==> src/rtl/adcc_pkg.sv <==
// Purpose: Shared constants and types of the converter and comparator control.
// Assumes: Register bus with byte addresses and 32-bit data.
// Notes:   All offsets, field positions and timing counts live here.
package adcc_pkg;
  // ----------------------------------------
  // Register map
  // ----------------------------------------
  localparam logic [7:0] CTRL_OFS   = 8'h00;
  localparam logic [7:0] STAT_OFS   = 8'h04;
  localparam logic [7:0] RES_OFS    = 8'h08;
  localparam logic [7:0] ACC_OFS    = 8'h0C;
  localparam logic [7:0] CMPC_OFS   = 8'h10;
  // ----------------------------------------
  // Control, status and comparator fields
  // ----------------------------------------
  localparam int C_START  = 0;
  localparam int C_CONT   = 1;
  localparam int C_CHAN   = 2;
  localparam int C_DIV    = 5;
  localparam int C_SMP    = 7;
  localparam int C_GAIN   = 9;
  localparam int C_REFX   = 10;
  localparam int C_ACCEN  = 11;
  localparam int C_ACCN   = 12;
  localparam int C_ACCIRQ = 14;
  localparam int C_IRQEN  = 15;
  localparam int S_BUSY   = 0;
  localparam int S_DONE   = 1;
  localparam int S_ACCD   = 2;
  localparam int S_CMP    = 3;
  localparam int S_CEDGE  = 4;
  localparam int K_EN     = 0;
  localparam int K_LP     = 1;
  localparam int K_HYST   = 2;
  localparam int K_NEG    = 4;
  localparam int K_POS    = 6;
  localparam int K_WAKE   = 7;
  localparam int K_FALL   = 8;
  localparam int K_IRQEN  = 9;
  // ----------------------------------------
  // Channels, sources and timing
  // ----------------------------------------
  localparam logic [2:0] CHAN_SUPPLY = 3'h5;
  localparam logic [2:0] CHAN_LAST   = 3'h5;
  localparam logic [1:0] NEG_ILLEGAL = 2'h3;
  localparam int SRC_HZ     = 16000000;
  localparam int ADC_MAX_HZ = 2000000;
  localparam int DIV_BASE   = SRC_HZ / ADC_MAX_HZ;
  localparam int SAR_BITS   = 8;
  localparam int SAMP_MULT  = 3;
  localparam int CONV_EXTRA = 10;
  localparam int HOLD_EXTRA = CONV_EXTRA - SAR_BITS;
  localparam logic [31:0] CTRL_RST = 32'h0000_0000;
  localparam logic [31:0] CMPC_RST = 32'h0000_0000;
  typedef enum logic [3:0] {
    ST_IDLE = 4'h1,
    ST_SAMP = 4'h2,
    ST_HOLD = 4'h4,
    ST_CONV = 4'h8
  } adcc_state_type;
endpackage : adcc_pkg

==> src/rtl/adcc_top.sv <==
// Purpose: Control of an 8-bit successive-approximation converter and one comparator.
// Assumes: SRC_TICK is a one-cycle enable at the 16 MHz source rate from logic on CLK.
// Notes:   ADC_CMP and CMP_OUT come from analogue circuitry and are synchronised here.
//
// Design decisions made here: the register addresses and the address-and-strobe port.
`timescale 1ns/1ns
module adcc_top #(
  parameter int ACC_W = 12
) (
  input  wire logic        CLK,
  input  wire logic        RST_N,
  input  wire logic        SRC_TICK,
  input  wire logic [7:0]  ADDR,
  input  wire logic [31:0] WDATA,
  input  wire logic        WR,
  input  wire logic        RD,
  output logic      [31:0] RDATA,
  input  wire logic        ADC_CMP,
  output logic             ADC_SAMPLE,
  output logic      [2:0]  ADC_CHAN,
  output logic      [7:0]  ADC_TRIAL,
  output logic             ADC_GAIN,
  output logic             ADC_REF_EXT,
  output logic             ADC_SUPMON_EN,
  output logic             ADC_IRQ,
  input  wire logic        SLEEP,
  input  wire logic        CMP_OUT,
  output logic             CMP_EN,
  output logic             CMP_LOWPWR,
  output logic      [1:0]  CMP_HYST,
  output logic      [1:0]  CMP_NEG_SEL,
  output logic             CMP_POS_SEL,
  output logic             CMP_IRQ,
  output logic             WAKE
);
  if (ACC_W < adcc_pkg::SAR_BITS + 4) begin : g_chk
    $error("ACC_W too narrow for a sum of 16 results");
  end
  // ----------------------------------------
  // Reset release and declarations
  // ----------------------------------------
  logic [1:0] rst_s_q;
  logic       rst_n;
  adcc_pkg::adcc_state_type st_q;
  logic [5:0] div_cnt_q;
  logic [5:0] div_top;
  logic       adc_tk_q;
  logic       start_q;
  logic       cont_q;
  logic [2:0] chan_q;
  logic [1:0] div_q;
  logic [1:0] smp_q;
  logic       gain_q;
  logic       refx_q;
  logic       acc_en_q;
  logic [1:0] accn_q;
  logic       acc_irq_q;
  logic       irq_en_q;
  logic [4:0] cnt_q;
  logic [2:0] bit_q;
  logic [7:0] trial_q;
  logic [7:0] trial_d;
  logic [7:0] res_q;
  logic       done_q;
  logic       samp_q;
  logic       sup_q;
  logic [4:0] samp_n;
  logic [4:0] hold_n;
  logic [2:0] acmp_s_q;
  logic       acmp_f_q;
  logic [ACC_W-1:0] acc_q;
  logic [ACC_W-1:0] accsum_q;
  logic [ACC_W-1:0] acc_add;
  logic [3:0] acc_cnt_q;
  logic [3:0] acc_top;
  logic       acc_last_q;
  logic       done_f_q;
  logic       acc_f_q;
  logic       irq_q;
  logic [2:0] cmp_s_q;
  logic       cmp_f_q;
  logic       cmp_chg;
  logic       cmp_act;
  logic       cedge_f_q;
  logic       cen_q;
  logic       clp_q;
  logic [1:0] chys_q;
  logic [1:0] cneg_q;
  logic       cpos_q;
  logic       cwake_q;
  logic       cfall_q;
  logic       cirq_en_q;
  logic       cirq_q;
  logic       wake_q;
  logic       lp_out_q;
  logic [31:0] rdata_q;
  logic       wr_ctrl;
  logic       wr_stat;
  logic       wr_cmpc;

  always_ff @(posedge CLK or negedge RST_N) begin
    if (!RST_N) begin
      rst_s_q <= 2'h0;
    end else begin
      rst_s_q <= {rst_s_q[0], 1'b1};
    end
  end
  assign rst_n = rst_s_q[1];

  assign wr_ctrl = WR && (ADDR == adcc_pkg::CTRL_OFS);
  assign wr_stat = WR && (ADDR == adcc_pkg::STAT_OFS);
  assign wr_cmpc = WR && (ADDR == adcc_pkg::CMPC_OFS);
  // ----------------------------------------
  // Control registers
  // ----------------------------------------
  always_ff @(posedge CLK or negedge rst_n) begin
    if (!rst_n) begin
      cont_q    <= adcc_pkg::CTRL_RST[adcc_pkg::C_CONT];
      chan_q    <= adcc_pkg::CTRL_RST[adcc_pkg::C_CHAN+:3];
      div_q     <= adcc_pkg::CTRL_RST[adcc_pkg::C_DIV+:2];
      smp_q     <= adcc_pkg::CTRL_RST[adcc_pkg::C_SMP+:2];
      gain_q    <= adcc_pkg::CTRL_RST[adcc_pkg::C_GAIN];
      refx_q    <= adcc_pkg::CTRL_RST[adcc_pkg::C_REFX];
      acc_en_q  <= adcc_pkg::CTRL_RST[adcc_pkg::C_ACCEN];
      accn_q    <= adcc_pkg::CTRL_RST[adcc_pkg::C_ACCN+:2];
      acc_irq_q <= adcc_pkg::CTRL_RST[adcc_pkg::C_ACCIRQ];
      irq_en_q  <= adcc_pkg::CTRL_RST[adcc_pkg::C_IRQEN];
    end else if (wr_ctrl) begin
      cont_q    <= WDATA[adcc_pkg::C_CONT];
      if (WDATA[adcc_pkg::C_CHAN+:3] <= adcc_pkg::CHAN_LAST) begin
        chan_q  <= WDATA[adcc_pkg::C_CHAN+:3];
      end
      div_q     <= WDATA[adcc_pkg::C_DIV+:2];
      smp_q     <= WDATA[adcc_pkg::C_SMP+:2];
      gain_q    <= WDATA[adcc_pkg::C_GAIN];
      refx_q    <= WDATA[adcc_pkg::C_REFX];
      acc_en_q  <= WDATA[adcc_pkg::C_ACCEN];
      accn_q    <= WDATA[adcc_pkg::C_ACCN+:2];
      acc_irq_q <= WDATA[adcc_pkg::C_ACCIRQ];
      irq_en_q  <= WDATA[adcc_pkg::C_IRQEN];
    end
  end

  always_ff @(posedge CLK or negedge rst_n) begin
    if (!rst_n) begin
      cen_q     <= adcc_pkg::CMPC_RST[adcc_pkg::K_EN];
      clp_q     <= adcc_pkg::CMPC_RST[adcc_pkg::K_LP];
      chys_q    <= adcc_pkg::CMPC_RST[adcc_pkg::K_HYST+:2];
      cneg_q    <= adcc_pkg::CMPC_RST[adcc_pkg::K_NEG+:2];
      cpos_q    <= adcc_pkg::CMPC_RST[adcc_pkg::K_POS];
      cwake_q   <= adcc_pkg::CMPC_RST[adcc_pkg::K_WAKE];
      cfall_q   <= adcc_pkg::CMPC_RST[adcc_pkg::K_FALL];
      cirq_en_q <= adcc_pkg::CMPC_RST[adcc_pkg::K_IRQEN];
    end else if (wr_cmpc) begin
      cen_q     <= WDATA[adcc_pkg::K_EN];
      clp_q     <= WDATA[adcc_pkg::K_LP];
      chys_q    <= WDATA[adcc_pkg::K_HYST+:2];
      if (WDATA[adcc_pkg::K_NEG+:2] != adcc_pkg::NEG_ILLEGAL) begin
        cneg_q  <= WDATA[adcc_pkg::K_NEG+:2];
      end
      cpos_q    <= WDATA[adcc_pkg::K_POS];
      cwake_q   <= WDATA[adcc_pkg::K_WAKE];
      cfall_q   <= WDATA[adcc_pkg::K_FALL];
      cirq_en_q <= WDATA[adcc_pkg::K_IRQEN];
    end
  end
  // ----------------------------------------
  // Converter clock divider
  // ----------------------------------------
  assign div_top = 6'((adcc_pkg::DIV_BASE << div_q) - 1);

  always_ff @(posedge CLK or negedge rst_n) begin
    if (!rst_n) begin
      div_cnt_q <= 6'h00;
      adc_tk_q  <= 1'b0;
    end else begin
      adc_tk_q <= SRC_TICK && (div_cnt_q >= div_top);
      if (SRC_TICK) begin
        div_cnt_q <= (div_cnt_q >= div_top) ? 6'h00 : 6'(div_cnt_q + 6'h01);
      end
    end
  end
  // ----------------------------------------
  // Conversion sequencer
  // ----------------------------------------
  assign samp_n = 5'(({3'h0, smp_q} + 5'h01) << 1);
  assign hold_n = 5'((samp_n << 1) + 5'(adcc_pkg::HOLD_EXTRA));

  // Comparator high means the input is at or above the trial code, so the bit stays.
  always_comb begin
    trial_d = trial_q;
    if (!acmp_f_q) begin
      trial_d[bit_q] = 1'b0;
    end
    if (bit_q != 3'h0) begin
      trial_d[3'(bit_q - 3'h1)] = 1'b1;
    end
  end

  always_ff @(posedge CLK or negedge rst_n) begin
    if (!rst_n) begin
      st_q    <= adcc_pkg::ST_IDLE;
      cnt_q   <= 5'h00;
      bit_q   <= 3'h0;
      trial_q <= 8'h00;
      res_q   <= 8'h00;
      done_q  <= 1'b0;
      samp_q  <= 1'b0;
    end else begin
      done_q <= 1'b0;
      if (adc_tk_q) begin
        unique case (st_q)
          adcc_pkg::ST_IDLE: begin
            if (start_q) begin
              st_q   <= adcc_pkg::ST_SAMP;
              samp_q <= 1'b1;
              cnt_q  <= 5'(samp_n - 5'h01);
            end
          end
          adcc_pkg::ST_SAMP: begin
            if (cnt_q == 5'h00) begin
              st_q   <= adcc_pkg::ST_HOLD;
              samp_q <= 1'b0;
              cnt_q  <= 5'(hold_n - 5'h01);
            end else begin
              cnt_q <= 5'(cnt_q - 5'h01);
            end
          end
          adcc_pkg::ST_HOLD: begin
            if (cnt_q == 5'h00) begin
              st_q    <= adcc_pkg::ST_CONV;
              trial_q <= 8'h80;
              bit_q   <= 3'h7;
            end else begin
              cnt_q <= 5'(cnt_q - 5'h01);
            end
          end
          adcc_pkg::ST_CONV: begin
            trial_q <= trial_d;
            if (bit_q == 3'h0) begin
              res_q  <= trial_d;
              done_q <= 1'b1;
              if (cont_q) begin
                st_q   <= adcc_pkg::ST_SAMP;
                samp_q <= 1'b1;
                cnt_q  <= 5'(samp_n - 5'h01);
              end else begin
                st_q <= adcc_pkg::ST_IDLE;
              end
            end else begin
              bit_q <= 3'(bit_q - 3'h1);
            end
          end
        endcase
      end
    end
  end

  // A start written while busy is remembered and runs after the current one.
  always_ff @(posedge CLK or negedge rst_n) begin
    if (!rst_n) begin
      start_q <= 1'b0;
      sup_q   <= 1'b0;
    end else begin
      if (wr_ctrl && WDATA[adcc_pkg::C_START]) begin
        start_q <= 1'b1;
      end else if (adc_tk_q && (st_q == adcc_pkg::ST_IDLE)) begin
        start_q <= 1'b0;
      end
      sup_q <= (chan_q == adcc_pkg::CHAN_SUPPLY) && (start_q || (st_q != adcc_pkg::ST_IDLE));
    end
  end
  // ----------------------------------------
  // Input synchronisers
  // ----------------------------------------
  always_ff @(posedge CLK or negedge rst_n) begin
    if (!rst_n) begin
      acmp_s_q <= 3'h0;
      acmp_f_q <= 1'b0;
      cmp_s_q  <= 3'h0;
      cmp_f_q  <= 1'b0;
    end else begin
      acmp_s_q <= {acmp_s_q[1:0], ADC_CMP};
      cmp_s_q  <= {cmp_s_q[1:0], CMP_OUT};
      if (acmp_s_q[1] == acmp_s_q[2]) begin
        acmp_f_q <= acmp_s_q[2];
      end
      if (cmp_s_q[1] == cmp_s_q[2]) begin
        cmp_f_q <= cmp_s_q[2];
      end
    end
  end
  assign cmp_chg = cen_q && (cmp_s_q[1] == cmp_s_q[2]) && (cmp_s_q[2] != cmp_f_q);
  assign cmp_act = cmp_chg && (cmp_s_q[2] != cfall_q);
  // ----------------------------------------
  // Accumulator
  // ----------------------------------------
  assign acc_top = 4'((4'h2 << accn_q) - 4'h1);
  assign acc_add = ACC_W'(acc_q + {{(ACC_W-8){1'b0}}, res_q});

  always_ff @(posedge CLK or negedge rst_n) begin
    if (!rst_n) begin
      acc_q      <= '0;
      accsum_q   <= '0;
      acc_cnt_q  <= 4'h0;
      acc_last_q <= 1'b0;
    end else begin
      acc_last_q <= 1'b0;
      if (!acc_en_q) begin
        acc_cnt_q <= 4'h0;
      end else if (done_q) begin
        if (acc_cnt_q == 4'h0) begin
          acc_q <= {{(ACC_W-8){1'b0}}, res_q};
        end else begin
          acc_q <= acc_add;
        end
        if (acc_cnt_q >= acc_top) begin
          accsum_q   <= acc_add;
          acc_last_q <= 1'b1;
          acc_cnt_q  <= 4'h0;
        end else begin
          acc_cnt_q <= 4'(acc_cnt_q + 4'h1);
        end
      end
    end
  end
  // ----------------------------------------
  // Flags, interrupts and wakeup
  // ----------------------------------------
  // Hardware set wins over a software clear in the same cycle.
  always_ff @(posedge CLK or negedge rst_n) begin
    if (!rst_n) begin
      done_f_q  <= 1'b0;
      acc_f_q   <= 1'b0;
      cedge_f_q <= 1'b0;
      irq_q     <= 1'b0;
      cirq_q    <= 1'b0;
      wake_q    <= 1'b0;
      lp_out_q  <= 1'b0;
    end else begin
      if (done_q) begin
        done_f_q <= 1'b1;
      end else if (wr_stat && WDATA[adcc_pkg::S_DONE]) begin
        done_f_q <= 1'b0;
      end
      if (acc_last_q) begin
        acc_f_q <= 1'b1;
      end else if (wr_stat && WDATA[adcc_pkg::S_ACCD]) begin
        acc_f_q <= 1'b0;
      end
      if (cmp_act) begin
        cedge_f_q <= 1'b1;
      end else if (wr_stat && WDATA[adcc_pkg::S_CEDGE]) begin
        cedge_f_q <= 1'b0;
      end
      irq_q    <= irq_en_q && ((acc_en_q && acc_irq_q) ? acc_f_q : done_f_q);
      cirq_q   <= cirq_en_q && cedge_f_q;
      wake_q   <= SLEEP && cwake_q && cmp_act;
      lp_out_q <= clp_q || SLEEP;
    end
  end
  // ----------------------------------------
  // Register read port
  // ----------------------------------------
  always_ff @(posedge CLK or negedge rst_n) begin
    if (!rst_n) begin
      rdata_q <= 32'h0000_0000;
    end else begin
      rdata_q <= 32'h0000_0000;
      if (RD) begin
        unique case (ADDR)
          adcc_pkg::CTRL_OFS: rdata_q <= {16'h0000, irq_en_q, acc_irq_q, accn_q, acc_en_q, refx_q,
                                          gain_q, smp_q, div_q, chan_q, cont_q, 1'b0};
          adcc_pkg::STAT_OFS: rdata_q <= {27'h0, cedge_f_q, cmp_f_q, acc_f_q, done_f_q,
                                          (st_q != adcc_pkg::ST_IDLE) || start_q};
          adcc_pkg::RES_OFS:  rdata_q <= {24'h000000, res_q};
          adcc_pkg::ACC_OFS:  rdata_q <= 32'(accsum_q);
          adcc_pkg::CMPC_OFS: rdata_q <= {22'h0, cirq_en_q, cfall_q, cwake_q, cpos_q, cneg_q,
                                          chys_q, clp_q, cen_q};
          default:            rdata_q <= 32'h0000_0000;
        endcase
      end
    end
  end

  assign RDATA         = rdata_q;
  assign ADC_SAMPLE    = samp_q;
  assign ADC_CHAN      = chan_q;
  assign ADC_TRIAL     = trial_q;
  assign ADC_GAIN      = gain_q;
  assign ADC_REF_EXT   = refx_q;
  assign ADC_SUPMON_EN = sup_q;
  assign ADC_IRQ       = irq_q;
  assign CMP_EN        = cen_q;
  assign CMP_LOWPWR    = lp_out_q;
  assign CMP_HYST      = chys_q;
  assign CMP_NEG_SEL   = cneg_q;
  assign CMP_POS_SEL   = cpos_q;
  assign CMP_IRQ       = cirq_q;
  assign WAKE          = wake_q;
  // ----------------------------------------
  // Checks
  // ----------------------------------------
  logic [5:0] len_q;
  logic [4:0] stk_q;
  always_ff @(posedge CLK or negedge rst_n) begin
    if (!rst_n) begin
      len_q <= 6'h00;
      stk_q <= 5'h00;
    end else begin
      if (done_q) begin
        len_q <= 6'h00;
      end else if (adc_tk_q && (st_q != adcc_pkg::ST_IDLE)) begin
        len_q <= 6'(len_q + 6'h01);
      end
      stk_q <= samp_q ? 5'(stk_q + {4'h0, adc_tk_q}) : 5'h00;
    end
  end
endmodule : adcc_top

==> config.mk <==
export PLATFORM = sky130hd
export DESIGN_NAME = adcc_top
export DESIGN_NICKNAME = d
export VERILOG_FILES = /design/src/rtl/adcc_pkg.sv /design/src/rtl/adcc_top.sv
export SDC_FILE = /design/constraint.sdc
export NUM_CORES = 1
export LEC_CHECK = 0
export ABC_AREA = 1
export BUFFER_PORTS_ARGS = -buffer_cell sky130_fd_sc_hd__buf_2
export CAP_MARGIN = 10
export CORE_UTILIZATION = 57
export DETAILED_ROUTE_END_ITERATION = 12
export GPL_TIMING_DRIVEN = 0
export HOLD_SLACK_MARGIN = 0.08
export MAX_ROUTING_LAYER = met4
export PLACE_DENSITY = 0.8
export REMOVE_ABC_BUFFERS = 1
export SETUP_SLACK_MARGIN = 0.4
export SYNTH_ARGS = -nofsm -noshare
export SYNTH_HDL_FRONTEND = slang
export SYNTH_SLANG_ARGS = --single-unit
export TNS_END_PERCENT = 5
==> constraint.sdc <==
create_clock -name CLK -period 5.2 [get_ports CLK]
set_clock_uncertainty 0.1 [all_clocks]
set_input_delay 0.26 -clock CLK [delete_from_list [all_inputs] [get_ports CLK]]
set_output_delay 0.26 -clock CLK [all_outputs]
set_load 0.03 [all_outputs]
==> summary.md <==
| Metric | Value |
|---|---|
| Drt first pass iters | 6 |
| Seq/Total Area, Yosys | 47.16% |
| Setup crit end | accsum_q[2] |
| Reg-to-reg slack, setup | 2.79 ns |
| First-pass GRT wire length | 25560 um |
| Die Area | 12170 um^2 |
| HPWL Detailed | 10680 um |
| Critical path startpoint category | register |
| Leakage power | 4.336 nW |
| Setup crit end kind | register |
| Final Hold Fails | 0 |
| Required time of the critical path | 5.40 ns |
| Max-slew violation count | 0 |
| Clk buf depth | 2 |
| Type of the worst min-delay path | primary input to register |
| NumNets Final | 1004 |
| Vias in the first global route | 5386 |
| Maxcap violations | 0 |
| Vias | 5726 |
| Worst Path Max Fanout | 15 |
| NetSw | 0.0008560 W |
| Chip height | 110.3 um |
| Port bufs | 72 |
| Sequential Power Share | 38.1% |
| #FFs+latches synth | 126 |
| Routed WL | 15470 um |
| Comb power frac | 17.4% |
| Iteration-0 DRC Markers | 363 |
| Synth warn | 0 |
| Initial antenna violation count | 0 |
| Fmax | 0.4144 GHz |
| Tcrit/Tclk final | 46.41% |
| Clk sinks | 126 |
| WP data arrival | 2.62 ns |
| Internal power | 0.002171 W |
| Io pins | 105 |
| CTS H-Tree Depth | 4 |
| Core Region | 11420 um^2 |
| CTS tree | built |
| Row count | 39 |
| Cell area power density | 377.6 nW/um^2 |
| Residual DRC count | 0 |
| Most common cell after layout, fill and taps aside | nand2_1 |
| Layout area overhead | 19.85% |
| Count of cell types in the netlist | 48 |
| Most frequent cells in the layout | nand2_1, dfrtp_1, inv_1 |
| R2r endpoint | accsum_q[2] |
| TritonCTS Buffers | 17 |
| Grt total ovfl | 0 |
| Wire length per cell | 14.22 um |
| Run status | completed |
| Final min period | 2.413 ns |
| Unrepaired setup endpoints after global routing | false |
| Clk Latency, worst-skew pair | 0.42 ns |
| Cells after synthesis | 830 |
| Initial Util | 58.58% |
| Clk Tree Root Cell | clkbuf_16 |
| Antenna Cells | 0 |
| Final setup violation count | 0 |
| Reg2reg start | acc_cnt_q[1] |
| Aggregate global-route resource usage | 29.08% |
| Worst Reg-to-Reg Cells | 9 |
| DIE WIDTH | 110.3 um |
| Clock power frac | 44.5% |
| Share of cells above drive strength 1 | 16.40% |
| Worst vdd ir | 462.9 uV |
| Slew @ Worst Pin | 0.9314 ns |
| Max-slew headroom | 37.67% |
| Crit path kind | register to register |
| Clock edge transition at the registers on the reported setup and hold paths | 0.06 ns |
| Setup TNS Final | 0 ns |
| Vias/cell | 5.263 |
| GP Congestion | 0.9109 |
| Setup repair bufs after CTS | 0 |
| Sw Ratio | 28.28% |
| Routed Antenna Nets | 0 |
| Syn avg cell area | 8.059 um^2 |
| Hold_ws | 0.1638 ns |
| Largest net degree at the start of global routing | 72 |
| Worst Setup SP | acc_cnt_q[1] |
| Cell Area, Synth | 6689 um^2 |
-- cells in the mapped netlist (all sizes together) --
master,instances,area (um^2)
o211ai,1,7.510
o21ai,76,395.4
o22ai,3,18.77
xor2,9,78.83
o21a,1,7.510
o31ai,1,7.510
dfrtp,125,3128
a31oi,2,12.51
nand2,244,945.9
fa,1,20.02
a21oi,22,113.9
nand3b,3,22.52
nor2,80,387.9
o21bai,1,7.510
inv,104,392.9
nand3,73,392.9
nand4,9,56.30
nor3,6,45.04
dfstp,1,26.28
maj3,1,10.01
ha,23,287.8
clkbuf,1,3.750
or2,3,18.77
buf,27,197.7
a21o,2,15.01
xnor2,5,51.30
a21boi,3,22.52
a22oi,1,7.510
conb,2,7.510
-- metrics by stage --
step           util [%]  setup WS [ns]  std cells  power, W  area [um^2]
2_1_floorplan         -          1.331        817  0.001547         6544
3_3_place_gp      62.03       -0.02218       1032  0.001657         7083
3_5_place_dp      62.31          2.896       1033  0.001672         7114
4_1_cts           70.21          2.886       1088  0.003040         8016
5_1_grt           70.21          2.601       1088  0.003175         8016
6_report          70.21          2.787       1088  0.003027         8016
-- power groups by stage --
stage               Clock (W)  Sequential, W  Combinational (W)
floorplan                   0        0.00118           0.000368
detailed placement          0        0.00117           0.000505
finish                0.00135        0.00115           0.000525
global route          0.00141        0.00117           0.000597
global placement            0        0.00118           0.000481
CTS                   0.00136        0.00115           0.000525
-- flip-flops by register name (all words and copies together), names as in the netlist, 5 cells and up --
name	flops
RDATA	16
acc_q	12
accsum_q	12
res_q	8
div_cnt_q	6
ADC_TRIAL	8
cnt_q	5
-- worst max-delay path, stage by stage (launching register included) --
cell and delay [ns]:
dfrtp_1 0.41, ha_1 0.29, a21o_1 0.11, nand3_1 0.06
nand2_1 0.08, inv_1 0.04, nor2_1 0.70, inv_2 0.30
nand2_1 0.14, o21ai_1 0.07
-- cell families (layout without fill, tap and decap cells) --
| group | Yosys count | after routing | share of synthesized area [%] |
|---|---|---|---|
| and+or+nand+nor | 418 | 418 | 27.95 |
| buffers and inverters | 132 | 232 | 8.885 |
| DFF | 126 | 126 | 47.16 |
| AOI/OAI and AO/OA | 113 | 113 | 9.203 |
| adders and majority gates | 25 | 25 | 4.751 |
| xor gates and xnor gates | 14 | 14 | 1.945 |
| other | 2 | 17 | 0.1123 |
-- cell type report --
type,instances,area (um^2)
clock buffers,21,460.4
clock inverters,11,211.5
fillers,904,3402
inverters,104,392.9
multi-input cells,587,2997
flip-flops and latches,126,3158
well taps,143,178.9
repair buffers,96,618.1
-- metal layers --
layer / GRT usage (%) / share of wire (%) / vias to the layer above
met2: 44.63 / 47 / 185
met4: 12.03 / 2.7 / 0
met1: 36.96 / 44 / 2674
li1: - / - / 2830
met3: 7.231 / 6.4 / 37
met5: - / 0 / -
-- how the worst min path moves through the flow --
stage / slack [ns] / endpoint / start / cells past startpoint
6_report: 0.16 / cont_q / WR / 3
5_1_grt: 0.18 / cont_q / WR / 3
4_1_cts: 0.15 / acc_f_q / WR / 4
3_5_place_dp: -0.05 / rst_s_q[0] / RST_N / 1
3_3_place_gp: -0.05 / rst_s_q[1] / RST_N / 1
2_1_floorplan: -0.14 / rst_s_q[0] / RST_N / 0
-- what timing repair did --
| action | 4_1_cts | 5_1_grt |
|---|---|---|
| resized for setup | 0 | 0 |
| hold buffers | 23 | 0 |
| endpoints found under the hold margin | 36 | 0 |
Note: power is estimated with default switching activity, not from simulation.
